<file path="config.mk">
export PLATFORM = sky130hd
export DESIGN_NAME = sws_sleep_wake_sequencer
export DESIGN_NICKNAME = d
export VERILOG_FILES = /design/src/include/sws_pkg.sv /design/src/sws_sync_edge.sv /design/src/sws_duty_timer.sv /design/src/sws_sleep_wake_sequencer.sv
export SDC_FILE = /design/constraint.sdc
export NUM_CORES = 1
export LEC_CHECK = 0
export BUFFER_PORTS_ARGS = -buffer_cell sky130_fd_sc_hd__buf_4
export CELL_PAD_IN_SITES_DETAIL_PLACEMENT = 1
export CELL_PAD_IN_SITES_GLOBAL_PLACEMENT = 1
export CORE_MARGIN = 4
export CORE_UTILIZATION = 28
export CTS_CLUSTER_SIZE = 16
export DETAILED_ROUTE_END_ITERATION = 6
export PLACE_DENSITY_LB_ADDON = 0.15
export SYNTH_ARGS = -nofsm -noshare
export SYNTH_HDL_FRONTEND = slang
export SYNTH_HIERARCHICAL = 1
export SYNTH_SLANG_ARGS = --single-unit
</file>
<file path="constraint.sdc">
create_clock -name i_ref_clk -period 6.5 [get_ports i_ref_clk]
set_clock_uncertainty 0.1 [all_clocks]
set_input_delay 0.325 -clock i_ref_clk [delete_from_list [all_inputs] [get_ports i_ref_clk]]
set_output_delay 0.325 -clock i_ref_clk [all_outputs]
set_load 0.02 [all_outputs]
</file>
<file path="src/include/sws_pkg.sv">
// Purpose: Constants for the sleep and wakeup sequencer
// Assumes: 8-bit I/O register bus of the CPU, two I/O banks
// Notes:   Functional notes follow
//
// Functional notes
// - Firmware sleep bit halts CPU until wake
// - Any unmasked pending interrupt wakes, ignoring GIE
// - Sleep forces CPU clock to internal oscillator
// - Internal oscillator restarts at once on wake
// - Sleep leaves external oscillator running
// - Instruction after sleep runs before any ISR
// - Sleep bit asserts halt request immediately
// - Power-down asserts on falling edge after ack
// - Power-down stops flash, oscillator, filter, bandgap
// - Wake interrupt synchronised on 32 kHz fall
// - Next 32 kHz rise releases power-down
// - Next 32 kHz rise samples reset and LOW_VOLTAGE_DETECTOR
// - Next 32 kHz fall drops halt request
// - Wake to running within 75 to 105 us
// - Reset level codes 00, 01, reserved 10
// - Reset level 11 gives no reset, readable
// - Trip select codes 000 to 011, rest reserved
// - Low-voltage control only in second I/O bank
// - Detector duty-cycled during sleep
// - Duty field 00=128 01=512 10=32 11=8
// - Sleep request is bit 3 of status control

package sws_pkg;
   // ---------------------------------------------------------------
   // Register map
   // ---------------------------------------------------------------
   localparam logic [8:0] SYS_STATUS_CONTROL_ADDR = 9'h0ff;
   localparam logic [8:0] LOW_VOLTAGE_CONTROL_ADDR = 9'h1e3;
   localparam logic [8:0] VOLTAGE_COMPARE_ADDR = 9'h1e4;
   localparam logic [8:0] MONITOR_DUTY_ADDR = 9'h1eb;
   localparam int SLEEP_BIT = 3;
   localparam int STOP_BIT = 0;
   localparam int GIES_BIT = 7;
   localparam int LEVEL_LSB = 4;
   localparam int TRIP_LSB = 0;
   localparam int DUTY_LSB = 6;
   localparam logic [7:0] LVC_MASK = 8'h37;
   localparam logic [7:0] DUTY_MASK = 8'hc0;
   localparam logic [7:0] LVC_RESET = 8'h00;
   localparam logic [7:0] DUTY_RESET = 8'h00;
   // ---------------------------------------------------------------
   // Encodings
   // ---------------------------------------------------------------
   localparam logic [1:0] LEVEL_2V6 = 2'h0;
   localparam logic [1:0] LEVEL_2V9 = 2'h1;
   localparam logic [1:0] LEVEL_OFF = 2'h3;
   localparam logic [2:0] TRIP_MAX = 3'h3;
   localparam logic [9:0] DUTY_128 = 10'h080;
   localparam logic [9:0] DUTY_512 = 10'h200;
   localparam logic [9:0] DUTY_32 = 10'h020;
   localparam logic [9:0] DUTY_8 = 10'h008;
   localparam int OSC_RECOVER_LP_CYCLES = 3;
   // ---------------------------------------------------------------
   // Timing
   // ---------------------------------------------------------------
   localparam int CLK_MHZ = 40;
   localparam int WAKE_MIN_US = 75;
   localparam int WAKE_MAX_US = 105;
   localparam int WAKE_MIN_CYC = WAKE_MIN_US * CLK_MHZ;
   localparam int WAKE_MAX_CYC = WAKE_MAX_US * CLK_MHZ;

   typedef enum logic [2:0] {
      SWS_AWAKE, SWS_WAIT_ACK, SWS_WAIT_FALL, SWS_ASLEEP,
      SWS_SYNCED, SWS_POWERED, SWS_SAMPLED
   } sws_state_t;
endpackage

</file>
<file path="src/sws_sync_edge.sv">
// Purpose: Two-stage synchroniser with edge pulses
// Assumes: Input from another domain or a pin
// Notes:   Edge detect reads the second stage only
`timescale 1ns/1ps
module sws_sync_edge (
   input  wire logic i_ref_clk,
   input  wire logic i_reset_n,
   input  wire logic i_async,
   output logic      o_level,
   output logic      o_rise,
   output logic      o_fall
);
   logic meta_reg;
   logic sync_reg;
   logic prev_reg;

   always_ff @(posedge i_ref_clk or negedge i_reset_n) begin
      if (!i_reset_n) begin
         meta_reg <= 1'b0;
         sync_reg <= 1'b0;
         prev_reg <= 1'b0;
      end else begin
         meta_reg <= i_async;
         sync_reg <= meta_reg;
         prev_reg <= sync_reg;
      end
   end

   assign o_level = sync_reg;
   assign o_rise  = sync_reg & ~prev_reg;
   assign o_fall  = ~sync_reg & prev_reg;
endmodule

</file>
<file path="src/sws_duty_timer.sv">
// Purpose: Duty-cycle gate for the voltage monitor in sleep
// Assumes: One pulse per low-power clock period
// Notes:   Monitor alternates on and off for equal spans
`timescale 1ns/1ps
module sws_duty_timer (
   input  wire logic       i_ref_clk,
   input  wire logic       i_reset_n,
   input  wire logic       i_asleep,
   input  wire logic       i_lp_tick,
   input  wire logic [1:0] i_duty_sel,
   output logic            o_monitor_on
);
   logic [9:0] count_reg;
   logic       phase_reg;
   logic [9:0] span;

   function automatic logic [9:0] duty_span(input logic [1:0] sel);
      case (sel)
         2'h0:    duty_span = sws_pkg::DUTY_128;
         2'h1:    duty_span = sws_pkg::DUTY_512;
         2'h2:    duty_span = sws_pkg::DUTY_32;
         default: duty_span = sws_pkg::DUTY_8;
      endcase
   endfunction

   assign span = duty_span(i_duty_sel);

   // Awake the monitor runs full time
   always_ff @(posedge i_ref_clk or negedge i_reset_n) begin
      if (!i_reset_n) begin
         count_reg <= 10'h000;
         phase_reg <= 1'b1;
      end else if (!i_asleep) begin
         count_reg <= 10'h000;
         phase_reg <= 1'b1;
      end else if (i_lp_tick) begin
         if (count_reg + 10'h001 >= span) begin
            count_reg <= 10'h000;
            phase_reg <= ~phase_reg;
         end else begin
            count_reg <= count_reg + 10'h001;
         end
      end
   end

   assign o_monitor_on = phase_reg;
endmodule

</file>
<file path="src/sws_sleep_wake_sequencer.sv">
// Purpose: Sleep entry and wake sequencing, voltage monitor settings
// Assumes: CPU clock and 32 kHz clock arrive as pins, sampled here
// Notes:   Register port is the CPU I/O bus, bank flag on address
`timescale 1ns/1ps
module sws_sleep_wake_sequencer (
   input  wire logic       i_ref_clk,
   input  wire logic       i_reset_n,
   input  wire logic       i_processor_clock,
   input  wire logic       i_lp_clk,
   input  wire logic       i_io_wr,
   input  wire logic       i_io_rd,
   input  wire logic       i_io_bank_select,
   input  wire logic [7:0] i_io_addr,
   input  wire logic [7:0] i_io_wdata,
   output logic [7:0]      o_io_rdata,
   input  wire logic       i_cpu_halt_ack,
   input  wire logic       i_irq_pending_unmasked,
   input  wire logic       i_global_int_enable,
   input  wire logic       i_precise_reset_cmp,
   input  wire logic       i_lvd_cmp,
   output logic            o_cpu_halt_request,
   output logic            o_global_power_down,
   output logic            o_force_internal_osc,
   output logic            o_stop_cpu,
   output logic            o_monitor_enable,
   output logic            o_precise_reset_detector,
   output logic [1:0]      o_precise_reset_level,
   output logic [2:0]      o_lvd_trip_select,
   output logic            o_low_voltage_detector,
   output logic            o_wake_too_slow
);
   // ---------------------------------------------------------------
   // Pin synchronisers
   // ---------------------------------------------------------------
   logic cpu_lvl, cpu_rise, cpu_fall;
   logic lp_lvl, lp_rise, lp_fall;
   logic ack_lvl, irq_lvl, precise_reset_detector_lvl, lvd_lvl, gie_lvl;
   // Interrupt enable lives in the CPU clock domain, so it is synced too
   logic [4:0] aux_meta_reg, aux_sync_reg;

   sws_sync_edge u_cpu_clk (
      .i_ref_clk (i_ref_clk),
      .i_reset_n (i_reset_n),
      .i_async   (i_processor_clock),
      .o_level   (cpu_lvl),
      .o_rise    (cpu_rise),
      .o_fall    (cpu_fall)
   );

   sws_sync_edge u_lp_clk (
      .i_ref_clk (i_ref_clk),
      .i_reset_n (i_reset_n),
      .i_async   (i_lp_clk),
      .o_level   (lp_lvl),
      .o_rise    (lp_rise),
      .o_fall    (lp_fall)
   );

   always_ff @(posedge i_ref_clk or negedge i_reset_n) begin
      if (!i_reset_n) begin
         aux_meta_reg <= 5'h00;
         aux_sync_reg <= 5'h00;
      end else begin
         aux_meta_reg <= {i_global_int_enable, i_cpu_halt_ack,
                          i_irq_pending_unmasked,
                          i_precise_reset_cmp, i_lvd_cmp};
         aux_sync_reg <= aux_meta_reg;
      end
   end

   assign gie_lvl  = aux_sync_reg[4];
   assign ack_lvl  = aux_sync_reg[3];
   assign irq_lvl  = aux_sync_reg[2];
   assign precise_reset_detector_lvl = aux_sync_reg[1];
   assign lvd_lvl  = aux_sync_reg[0];

   // ---------------------------------------------------------------
   // Register port
   // ---------------------------------------------------------------
   logic [7:0] lvc_reg;
   logic [7:0] duty_reg;
   logic       sleep_reg;
   logic       stop_reg;
   logic       wr_scr, wr_lvc, wr_duty;
   logic       stop_next;

   // Status control sits in both banks; the rest needs bank 1
   assign wr_scr  = i_io_wr &&
                    i_io_addr == sws_pkg::SYS_STATUS_CONTROL_ADDR[7:0];
   assign wr_lvc  = i_io_wr && i_io_bank_select &&
                    i_io_addr == sws_pkg::LOW_VOLTAGE_CONTROL_ADDR[7:0];
   assign wr_duty = i_io_wr && i_io_bank_select &&
                    i_io_addr == sws_pkg::MONITOR_DUTY_ADDR[7:0];

   always_ff @(posedge i_ref_clk or negedge i_reset_n) begin
      if (!i_reset_n) begin
         lvc_reg <= sws_pkg::LVC_RESET;
      end else if (wr_lvc) begin
         lvc_reg <= i_io_wdata & sws_pkg::LVC_MASK;
      end
   end

   always_ff @(posedge i_ref_clk or negedge i_reset_n) begin
      if (!i_reset_n) begin
         duty_reg <= sws_pkg::DUTY_RESET;
      end else if (wr_duty) begin
         duty_reg <= i_io_wdata & sws_pkg::DUTY_MASK;
      end
   end

   // Stop halts the CPU until reset or a status control write with bit 0 clear; firmware keeps it clear to wake
   assign stop_next = wr_scr ? i_io_wdata[sws_pkg::STOP_BIT] : stop_reg;

   always_ff @(posedge i_ref_clk or negedge i_reset_n) begin
      if (!i_reset_n) begin
         stop_reg <= 1'b0;
      end else begin
         stop_reg <= stop_next;
      end
   end

   always_comb begin
      o_io_rdata = 8'h00;
      if (i_io_rd && i_io_addr == sws_pkg::SYS_STATUS_CONTROL_ADDR[7:0]) begin
         o_io_rdata[sws_pkg::GIES_BIT]  = gie_lvl;
         o_io_rdata[sws_pkg::SLEEP_BIT] = sleep_reg;
         o_io_rdata[sws_pkg::STOP_BIT]  = stop_reg;
      end else if (i_io_rd && i_io_bank_select &&
                   i_io_addr == sws_pkg::LOW_VOLTAGE_CONTROL_ADDR[7:0]) begin
         o_io_rdata = lvc_reg;
      end else if (i_io_rd && i_io_bank_select &&
                   i_io_addr == sws_pkg::VOLTAGE_COMPARE_ADDR[7:0]) begin
         o_io_rdata = {6'h00, o_low_voltage_detector,
                       o_precise_reset_detector};
      end else if (i_io_rd && i_io_bank_select &&
                   i_io_addr == sws_pkg::MONITOR_DUTY_ADDR[7:0]) begin
         o_io_rdata = duty_reg;
      end
   end

   assign o_precise_reset_level =
      lvc_reg[sws_pkg::LEVEL_LSB +: 2];
   assign o_lvd_trip_select = lvc_reg[sws_pkg::TRIP_LSB +: 3];
   assign o_stop_cpu = stop_reg;

   // ---------------------------------------------------------------
   // Sequencer
   // ---------------------------------------------------------------
   sws_pkg::sws_state_t state_reg;
   logic                halt_reg;
   logic                pd_reg;
   logic                sleep_set;

   // Halt request goes out combinationally with the write
   assign sleep_set = wr_scr && i_io_wdata[sws_pkg::SLEEP_BIT]
                      && state_reg == sws_pkg::SWS_AWAKE;

   always_ff @(posedge i_ref_clk or negedge i_reset_n) begin
      if (!i_reset_n) begin
         state_reg <= sws_pkg::SWS_AWAKE;
      end else begin
         case (state_reg)
            sws_pkg::SWS_AWAKE: begin
               if (sleep_set) begin
                  state_reg <= sws_pkg::SWS_WAIT_ACK;
               end
            end
            sws_pkg::SWS_WAIT_ACK: begin
               if (ack_lvl) begin
                  state_reg <= sws_pkg::SWS_WAIT_FALL;
               end
            end
            sws_pkg::SWS_WAIT_FALL: begin
               if (cpu_fall) begin
                  state_reg <= sws_pkg::SWS_ASLEEP;
               end
            end
            sws_pkg::SWS_ASLEEP: begin
               // Any unmasked pending source, GIE not consulted
               if (irq_lvl && lp_fall) begin
                  state_reg <= sws_pkg::SWS_SYNCED;
               end
            end
            sws_pkg::SWS_SYNCED: begin
               if (lp_rise) begin
                  state_reg <= sws_pkg::SWS_POWERED;
               end
            end
            sws_pkg::SWS_POWERED: begin
               if (lp_rise) begin
                  state_reg <= sws_pkg::SWS_SAMPLED;
               end
            end
            sws_pkg::SWS_SAMPLED: begin
               if (lp_fall) begin
                  state_reg <= sws_pkg::SWS_AWAKE;
               end
            end
            default: state_reg <= sws_pkg::SWS_AWAKE;
         endcase
      end
   end

   always_ff @(posedge i_ref_clk or negedge i_reset_n) begin
      if (!i_reset_n) begin
         sleep_reg <= 1'b0;
      end else if (sleep_set) begin
         sleep_reg <= 1'b1;
      end else if (state_reg == sws_pkg::SWS_SAMPLED && lp_fall) begin
         sleep_reg <= 1'b0;
      end
   end

   // Halt ends by itself; CPU resumes at next instruction, ISR after
   assign halt_reg = state_reg != sws_pkg::SWS_AWAKE;
   assign o_cpu_halt_request = halt_reg | sleep_set;

   always_ff @(posedge i_ref_clk or negedge i_reset_n) begin
      if (!i_reset_n) begin
         pd_reg <= 1'b0;
      end else if (state_reg == sws_pkg::SWS_WAIT_FALL && cpu_fall) begin
         pd_reg <= 1'b1;
      end else if (state_reg == sws_pkg::SWS_SYNCED && lp_rise) begin
         pd_reg <= 1'b0;
      end
   end

   assign o_global_power_down = pd_reg;

   // Clock select held on internal from sleep entry; external not touched
   assign o_force_internal_osc = halt_reg;

   // ---------------------------------------------------------------
   // Comparator sampling
   // ---------------------------------------------------------------
   logic precise_reset_detector_reg, lvd_reg;

   // Frozen while powered down; sampled again on the settle edge
   always_ff @(posedge i_ref_clk or negedge i_reset_n) begin
      if (!i_reset_n) begin
         precise_reset_detector_reg <= 1'b0;
         lvd_reg  <= 1'b0;
      end else if (!pd_reg && (state_reg != sws_pkg::SWS_POWERED
                               || lp_rise)) begin
         precise_reset_detector_reg <= precise_reset_detector_lvl;
         lvd_reg  <= lvd_lvl;
      end
   end

   assign o_precise_reset_detector = precise_reset_detector_reg;
   assign o_low_voltage_detector   = lvd_reg;

   sws_duty_timer u_duty (
      .i_ref_clk    (i_ref_clk),
      .i_reset_n    (i_reset_n),
      .i_asleep     (pd_reg),
      .i_lp_tick    (lp_rise),
      .i_duty_sel   (duty_reg[sws_pkg::DUTY_LSB +: 2]),
      .o_monitor_on (o_monitor_enable)
   );

   // ---------------------------------------------------------------
   // Wake latency watch
   // ---------------------------------------------------------------
   logic [12:0] wake_cnt_reg;
   logic        slow_reg;

   // Flags a wake that overran the longest time
   always_ff @(posedge i_ref_clk or negedge i_reset_n) begin
      if (!i_reset_n) begin
         wake_cnt_reg <= 13'h0000;
         slow_reg     <= 1'b0;
      end else if (state_reg == sws_pkg::SWS_ASLEEP) begin
         wake_cnt_reg <= 13'h0000;
      end else if (halt_reg && !pd_reg && sleep_reg) begin
         wake_cnt_reg <= wake_cnt_reg + 13'h0001;
         if (wake_cnt_reg >= 13'(sws_pkg::WAKE_MAX_CYC)) begin
            slow_reg <= 1'b1;
         end
      end
   end

   assign o_wake_too_slow = slow_reg;

   logic unused_ok;
   assign unused_ok = cpu_lvl ^ cpu_rise ^ lp_lvl;
endmodule

</file>
# [After elaboration in Yosys (flattened, before gate mapping)]
# Index checks and enable logic that the tools add are counted.
[word_totals] ff_bits=56 latch_bits=0 mem_bits_rw=0 mem_bits_ro=0 inputBits=28 output_inout_bits=21 word_cells=113 memories=0
[classes] add_sub_neg=2 n_mul=0 n_div=0 order_cmp=2 n_eq_ne=22 shifts=0 muxes=29 bitwise_logic=9 reduce_logical=29
[op_table] operator="$eq A8 B8 Y1 const B" n=4
[op_table] operator="$mux W10" n=3
[op_table] operator="$pmux W10 S3" n=1
[op_table] operator="$mux W13" n=2
[op_table] operator="$mux W3" n=8
[op_table] operator="$mux W8" n=3
[op_table] operator="$pmux W3 S7" n=1
[op_table] operator="$logic_and A1 B1 Y1" n=18
[op_table] operator="$ne A2 B2 Y1 const B" n=8
[op_table] operator="$add A13 B1 Y13 const B" n=1
[op_table] operator="$ge A13 B13 Y1 const B" n=1
[op_table] operator="$add A10 B1 Y10 const B" n=1
[op_table] operator="$ge A10 B10 Y1" n=1
[op_table] operator="$mux W1" n=10
[op_table] operator="$eq A3 B3 Y1 const B" n=3
[op_table] operator="$reduce_and A7 Y1" n=1
[op_table] operator="$eq A3 B2 Y1 const B" n=2
[op_table] operator="$reduce_bool A2 Y1" n=3
[op_table] operator="$not A1 Y1" n=5
[op_table] operator="$and A1 B1 Y1" n=3
[op_table] operator="$eq A3 B1 Y1 const B" n=1
[op_table] operator="$logic_not A3 Y1" n=1
[op_table] operator="$ne A3 B3 Y1 const B" n=1
[op_table] operator="$reduce_and A3 Y1" n=1
[op_table] operator="10 further kinds" n=10

# [Logic depth before layout (Yosys ltp)]
# Gate-level depths: netlist (run 1).
[depth] word_depth=6 mapped_depth=11 depth_no_buf=11

# [By module]
# The synthesis (run 1) kept the hierarchy.
[by_module_without_submodules] mod="sws_sleep_wake_sequencer" instances=1 cells_each=177 area_each_um2=1953.1 seq_area_each_um2=975.9
[by_module_without_submodules] mod="sws_duty_timer" instances=1 cells_each=103 area_each_um2=878.3 seq_area_each_um2=276.5
[by_module_without_submodules] mod="sws_sync_edge" instances=2 cells_each=5 area_each_um2=90.1 seq_area_each_um2=75.1

# [Least setup slack after synthesis (run 1)]
# Ideal clock, no wire load.
[synth_path] path_kind="register to register" from="register u_duty.count_reg[2]" to="register u_duty.count_reg[2]" setup_ns=0.118 arrival_ns=2.172 t_required_ns=6.282 path_slack_ns=4.110 stages_incl_launch_ff=11 n_path_buf=0 synth_period_minus_slack_ns=2.390 path_cell_list="dfrtp_1 -> and3_1 -> nand3_1 -> nor2_1 -> nand3_1 -> xnor2_1 -> ha_1 -> o211ai_1 -> a211oi_2 -> o31ai_1 -> a21o_1"
[synth_via] elab_chain_cells=5
[synth_rtl] element="start, declared" line="sws_duty_timer.sv:13" text="logic [9:0] count_reg;"
[synth_rtl] element="start signal, assigned" line="sws_duty_timer.sv:41" text="count_reg <= count_reg + 10'h001;"
[synth_rtl] element="$add A10 B1 Y10 *" line="sws_duty_timer.sv:37, sws_duty_timer.sv:41"
[synth_rtl] element="$ge A10 B10 Y1" line="sws_duty_timer.sv:37" text="if (count_reg + 10'h001 >= span) begin"
[synth_rtl] element="$mux W10 *" line="sws_duty_timer.sv:37"
[synth_rtl] element="$mux W10 *" line="sws_duty_timer.sv:36" text="end else if (i_lp_tick) begin"
[synth_rtl] element="$mux W10 *" line="sws_duty_timer.sv:33" text="end else if (!i_asleep) begin"
# Every way passes the cells marked *; elsewhere a longest branch is shown, timed or not. The select of a mux whose other input is x is not followed.
# A chain may end at the register's enable or synchronous reset.

# [Worst setup path after layout (run 1)]
# Ends and elaborated chain as after synthesis.

==> results of run 1 <==
## critical path, stage by stage (launching register included)
cell	delay, ns
dfrtp_1	0.47
and3_1	0.19
nand3_1	0.17
nor2_1	0.25
nand3_1	0.17
xnor2_1	0.16
ha_1	0.32
nor2_1	0.08
a31oi_1	0.40
o31ai_1	0.13
a21o_1	0.19
## routing by layer
layer  part of all wire (%)  track usage [%]
met5                      0                0
met2                     49             20.8
met1                     47             15.9
met4                   0.86             2.92
met3                    3.1             2.28
## area by class of cell
type | instances | area share [%]
clock buffers | 8 | 2.51
inverters | 11 | 1.15
multi-input cells | 212 | 41.8
flip-flops and latches | 56 | 39.0
well taps | 136 | 4.73
repair buffers | 51 | 10.8
## power by group through the flow
stage,registers [W],logic [W],clock network [W]
after floorplan,0.000428,0.000191,0
after global placement,0.000452,0.000249,0
after detailed placement,0.000453,0.000252,0
after CTS,0.000446,0.000254,0.000210
after global routing,0.000455,0.000278,0.000224
final,0.000446,0.000247,0.000199
## path summary, 6_finish.rpt
path | cells after the start | slack, ns | startpoint | endpoint
worst max-delay path | 10 | 3.77 | u_duty/count_reg[2] | u_duty/count_reg[2]
worst min-delay path | 1 | 0.02 | i_lvd_cmp | aux_meta_reg[0]
min in group asynchronous | 2 | 0.51 | i_reset_n | lvc_reg[5]
worst min register to register | 0 | 0.26 | aux_meta_reg[2] | aux_sync_reg[2]
max in group asynchronous | 2 | 5.30 | i_reset_n | state_reg[1]
worst max register to register | 10 | 3.77 | u_duty/count_reg[2] | u_duty/count_reg[2]
## per-stage QoR
| step | utilization [%] | area [sq um] | setup WS [ns] | hold WS (ns) |
|---|---|---|---|---|
| detailed placement | 33.6 | 3480 | 3.76 | 0.237 |
| global route | 34.7 | 3590 | 3.45 | 0.000649 |
| CTS | 34.6 | 3580 | 3.74 | 0.00292 |
| floorplan | - | 3010 | 4.11 | -0.0706 |
| finish | 34.7 | 3590 | 3.77 | 0.0222 |
| global placement | 33.6 | 3480 | 3.87 | 0.233 |
==> metrics.md, run 1 <==
| Metric | Value |
|---|---|
| Leading cell types in the layout, fill and taps excluded | `55 x dfrtp_1, 49 x buf_4, 29 x nor2_1` |
| FF+latch area | `around 1400 sq um` |
| Grt total ovfl | `0` |
| Slew Viols, Final | `0` |
| Most common cell after layout, fill and taps aside | `dfrtp_1` |
| 1st-pass router iterations | `4` |
| Relative slew slack | `38.5%` |
| GPL Wtd Cong | `approximately 0.82` |
| Clk root buf | `clkbuf_8` |
| Leak pwr | `1.65 nW` |
| Avg WL per Cell | `approximately 15 microns` |
| Antenna violations before repair | `0` |
| DR iter-0 viols | `49` |
| Longest Clk Path Bufs | `2` |
| # hold bufs at CTS | `1` |
| Final sum of negative setup slack | `0 ns` |
| Final min period | `about 2.7 ns` |
| P_sw | `between 0.0003 and 0.0004 W` |
| Die span in y | `about 110 microns` |
| Pwr Total | `0.000892 W` |
| Largest net degree at the start of global routing | `57` |
| Latest clock arrival within the worst-skew pair | `0.31 ns` |
| Critical path type | `register to register` |
| RSZ-0062 raised after global routing | `no` |
| # setup viols final | `0` |
| Die W | `~110 microns` |
| Number of flip-flops in the largest register | `13` |
| Combinational share of power | `between 20 and 30%` |
| Internal power | `approximately 0.00058 W` |
| Worst Tran Pin Value | `0.919 ns` |
| Status | `completed` |
| Via count | `~2300` |
| Cts repair resizes | `0` |
| CTS tree | `done` |
| Mapped cell area | `between 3000 and 4000 sq um` |
| DRC | `0` |
| First-pass GRT wire length | `approximately 13000 microns` |
| Num CTS Buffers | `5` |
| Post-Syn Instances | `289` |
| Vias in the first global route | `between 2000 and 2500` |
| Seq pwr share | `50.0%` |
| Max-cap violations | `0` |
| Synth warn | `6` |
| Post-CTS Setup Bufs | `0` |
| Syn avg cell area | `10.4 sq um` |
| Worst Path Arrival | `roughly 2.8 ns` |
| Die footprint | `about 12000 sq um` |
| H-Tree Depth | `2` |
| Critical path data required time | `6.60 ns` |
| Area grow syn2layout | `19.6%` |
| Worst-path fanout max | `7` |
| Core ar. | `10400 sq um` |
| Layout fillers | `around 1200` |
| Clock Sinks | `56` |
| ANT cells | `0` |
| Share of cells above drive strength 1 | `between 20% and 30%` |
| # port buffers | `between 40 and 50` |
| GRT Util Overall | `about an eighth` |
| Ports | `roughly 50` |
| Clock share of power | `~22%` |
| Switching Share | `35.2%` |
| Min-Delay Path Class | `primary input to register` |
| Placed insts | `464` |
| Clock transition at path regs | `0.10 ns` |
| Final Cycle Share | `around 42%` |
| Via-to-Cell Ratio | `4.90` |
| Multi-input logic area | `1500 sq um` |
| FP Rows | `37` |
| DRT Wirelength | `about 7300 microns` |
| Nature of the critical path endpoint | `register` |
| ANT nets after route | `0` |
| P per Cell Area | `248 nW/um^2` |
| Final Non-Filler Cells | `between 400 and 500` |
| Peak VDD IR | `about 0.11 mV` |
| Endpoints failing hold | `0` |
| Max Clk Rate | `approximately 370 MHz` |
| Critical Path Source Type | `register` |
| Initial Util | `between 20% and 30%` |
| Synth Net Count | `~330` |
| Post-DP HPWL | `5500 microns` |
| Final nets | `373` |
Note: power is estimated with default switching activity, not from simulation.
==> run 2, diff against run 1 <==
==> constraint.sdc (replaced) <==
create_clock -name i_ref_clk -period 2.5 [get_ports i_ref_clk]
set_clock_uncertainty 0.1 [all_clocks]
set_input_delay 0.125 -clock i_ref_clk [delete_from_list [all_inputs] [get_ports i_ref_clk]]
set_output_delay 0.125 -clock i_ref_clk [all_outputs]
set_load 0.02 [all_outputs]
==> metrics.md, run 2 (synthesis results as in run 1) <==
| Metric | Value |
|---|---|
| Grt total ovfl | `0 (unchanged)` |
| # port buffers | `48 (unchanged)` |
| Area grow syn2layout | `37.7%` |
| Final nets | `412 (+10%)` |
| Slowest stage delay, CP | `0.42 ns (-0.05 ns)` |
| Switching Share | `34.4% (-0.74 points)` |
| Slowest cell on crit path | `dfrtp_1` |
| P_sw | `0.000920 W (+190%)` |
| ANT cells | `0 (unchanged)` |
| Internal power | `0.00175 W (+200%)` |
| Leak pwr | `1.85 nW (+12%)` |
| Die span in y | `112 microns (unchanged)` |
| Setup ws final | `-0.0000229 ns (-3.77 ns)` |
| Clock transition at path regs | `0.11 ns (about the same)` |
| 1st-pass router iterations | `4 (unchanged)` |
| Most common cell after layout, fill and taps aside | `buf_4` |
| Clk root buf | `clkbuf_8` |
| Avg WL per Cell | `16.0 microns (+3.2%)` |
| H-Tree Depth | `2 (unchanged)` |
| Post-DP HPWL | `5640 microns (+2.5%)` |
| Initial Util | `29.0% (unchanged)` |
| Status | `finished with violations` |
| GRT Util Overall | `13.3% (+1.2 points)` |
| WP buf/inv | `2 (+2)` |
| Longest Clk Path Bufs | `2 (unchanged)` |
| Latest clock arrival within the worst-skew pair | `0.31 ns (about the same)` |
| Die footprint | `12500 sq um (unchanged)` |
| Seq pwr share | `43.1% (-6.9 points)` |
| Worst-path fanout max | `5 (-2)` |
| P per Cell Area | `645 nW/um^2 (+160%)` |
| GPL Wtd Cong | `0.797 (-2.8%)` |
| DRT Wirelength | `8200 microns (+12%)` |
| Largest delay share family, worst path | `compound AO/OA/AOI/OAI gates` |
| Endpoints failing hold | `0 (unchanged)` |
| Share of cells above drive strength 1 | `36.6% (+11 points)` |
| Ports | `49 (unchanged)` |
| Critical path type | `register to register` |
| Final Cycle Share | `100% (+58 points)` |
| Final min period | `2.50 ns (-0.233 ns)` |
| Vias in the first global route | `2716 (+11%)` |
| Via-to-Cell Ratio | `4.87 (-0.56%)` |
| ANT nets after route | `0 (unchanged)` |
| Slew Viols, Final | `0 (unchanged)` |
| Core ar. | `10400 sq um (unchanged)` |
| DR iter-0 viols | `67 (+37%)` |
| Combinational share of power | `34.3% (+6.6 points)` |
| Crit-path cells | `buf_6 -> nand3_4 -> xor2_2 -> ha_1 -> a311o_1 -> a221oi_4 -> buf_4 -> a211oi_4 -> o31ai_2 -> o2bb2ai_2` |
| RSZ-0062 raised after global routing | `yes` |
| Peak VDD IR | `0.325 mV (+200%)` |
| Leading cell types in the layout, fill and taps excluded | `74 x buf_4, 54 x dfrtp_1, 26 x nor2_1` |
| Max Clk Rate | `400 MHz (+9.3%)` |
| Final Non-Filler Cells | `513 (+8.2%)` |
| Critical Path Source Type | `register` |
| Placed insts | `479 (+3.2%)` |
| Layout fillers | `1163 (-4.9%)` |
| Clock Sinks | `56 (unchanged)` |
| Via count | `2498 (+7.6%)` |
| Die W | `112 microns (unchanged)` |
| First-pass GRT wire length | `13700 microns (+9.2%)` |
| Critical path data required time | `2.64 ns (-3.96 ns)` |
| WHS | `0.0624 ns (+0.0401 ns)` |
| Max-cap violations | `0 (unchanged)` |
| Nature of the critical path endpoint | `register` |
| Failing checks | `setup timing` |
| Num CTS Buffers | `5 (unchanged)` |
| Relative slew slack | `50.7% (+12 points)` |
| Number of flip-flops in the largest register | `13 (unchanged)` |
| Worst Path Arrival | `2.64 ns (-0.20 ns)` |
| Largest net degree at the start of global routing | `57 (unchanged)` |
| Clock share of power | `22.6% (+0.2 points)` |
| CTS tree | `done` |
| # setup viols final | `1 (+1)` |
| CP startpoint | `u_duty/count_reg[2]` |
| DRC | `0 (unchanged)` |
| Hold wc startpoint | `i_io_wdata[3]` |
| Worst Tran Pin Value | `0.740 ns (-0.178 ns)` |
| Worst reg2reg startpoint | `u_duty/count_reg[2]` |
| FP Rows | `37 (unchanged)` |
| Antenna violations before repair | `0 (unchanged)` |
| Min-Delay Path Class | `primary input to register` |
==> run 2: cell types whose count changed in the layout (fill, tap and decap cells not counted), moves of 2 or more <==
cell           before  now
nor2_4              0    2
buf_4              49   74
a31oi_1             5    3
ha_2                0    2
o31ai_2             1    4
dlygate4sd3_1       2   15
ha_1                8    5
nor2_1             29   26
nand3_1            12    8
o31ai_1             4    1
nand3_4             0    3
==> run 2: per-layer routing <==
metal,vias to the layer above,global-route usage (%),part of all wire [%]
met5,-,0,0
met4,0,2.68,0.94
met3,6,2.55,2.5
met2,31,22.9,51
met1,1258,17.5,45
li1,1203,-,-
==> run 2: metrics by stage <==
step                      power [W]  cell area [sq um]  worst slack (ns)    TNS [ns]  util (%)
after global routing        0.00285               4140            -0.127      -0.688      39.9
after detailed placement    0.00191               3600           -0.0283     -0.0283      34.7
after floorplan             0.00161               3010             0.110           0         -
after global placement      0.00190               3600            0.0537           0      34.7
after CTS                   0.00261               3940            0.0227           0      38.0
final                       0.00267               4140        -0.0000229  -0.0000229      39.9
==> run 2: final timing paths <==
path | end | slack [ns] | cells after the start
setup / recovery | u_duty/count_reg[7] | -0.00002 | 10
hold / removal | sleep_reg | 0.06 | 3
setup reg to reg | u_duty/count_reg[7] | -0.00002 | 10
hold reg to reg | aux_sync_reg[3] | 0.26 | 0
max in group asynchronous | u_duty/count_reg[0] | 1.45 | 2
min in group asynchronous | lvc_reg[5] | 0.31 | 2
==> run 2: power groups by stage <==
stage | Sequential [W] | Combinational [W] | Clock (W)
global route | 0.00117 | 0.00101 | 0.000671
detailed placement | 0.00116 | 0.000749 | 0
finish | 0.00115 | 0.000916 | 0.000602
CTS | 0.00115 | 0.000837 | 0.000630
global placement | 0.00116 | 0.000739 | 0
floorplan | 0.00111 | 0.000498 | 0
==> run 2: cell type report <==
class                   count  area [sq um]  area share, %
inverters                  11          41.3          0.998
repair buffers             90           717           17.3
flip-flops and latches     56          1400           33.9
well taps                 136           170           4.11
clock buffers               7          76.3           1.84
clock inverters             1          30.0          0.726
multi-input cells         212          1700           41.1
==> run 2: worst register-to-register path, stage by stage (launching register included) <==
cell       delay (ns)
dfrtp_1          0.42
buf_6            0.13
nand3_4          0.06
xor2_2           0.19
ha_1             0.26
a311o_1          0.36
a221oi_4         0.29
buf_4            0.16
a211oi_4         0.08
o31ai_2          0.26
o2bb2ai_2        0.12
==> run 2: repair_timing <==
| action | 4_1_cts | 5_1_grt |
|---|---|---|
| setup endpoints to repair | 3 | 10 |
| resized for setup | 9 | 27 |
| cloned | 0 | 0 |
| pin swaps | 3 | 17 |
| hold endpoints to repair | 70 | 0 |
| hold buffers | 15 | 0 |
| buffers inserted | 6 | 6 |
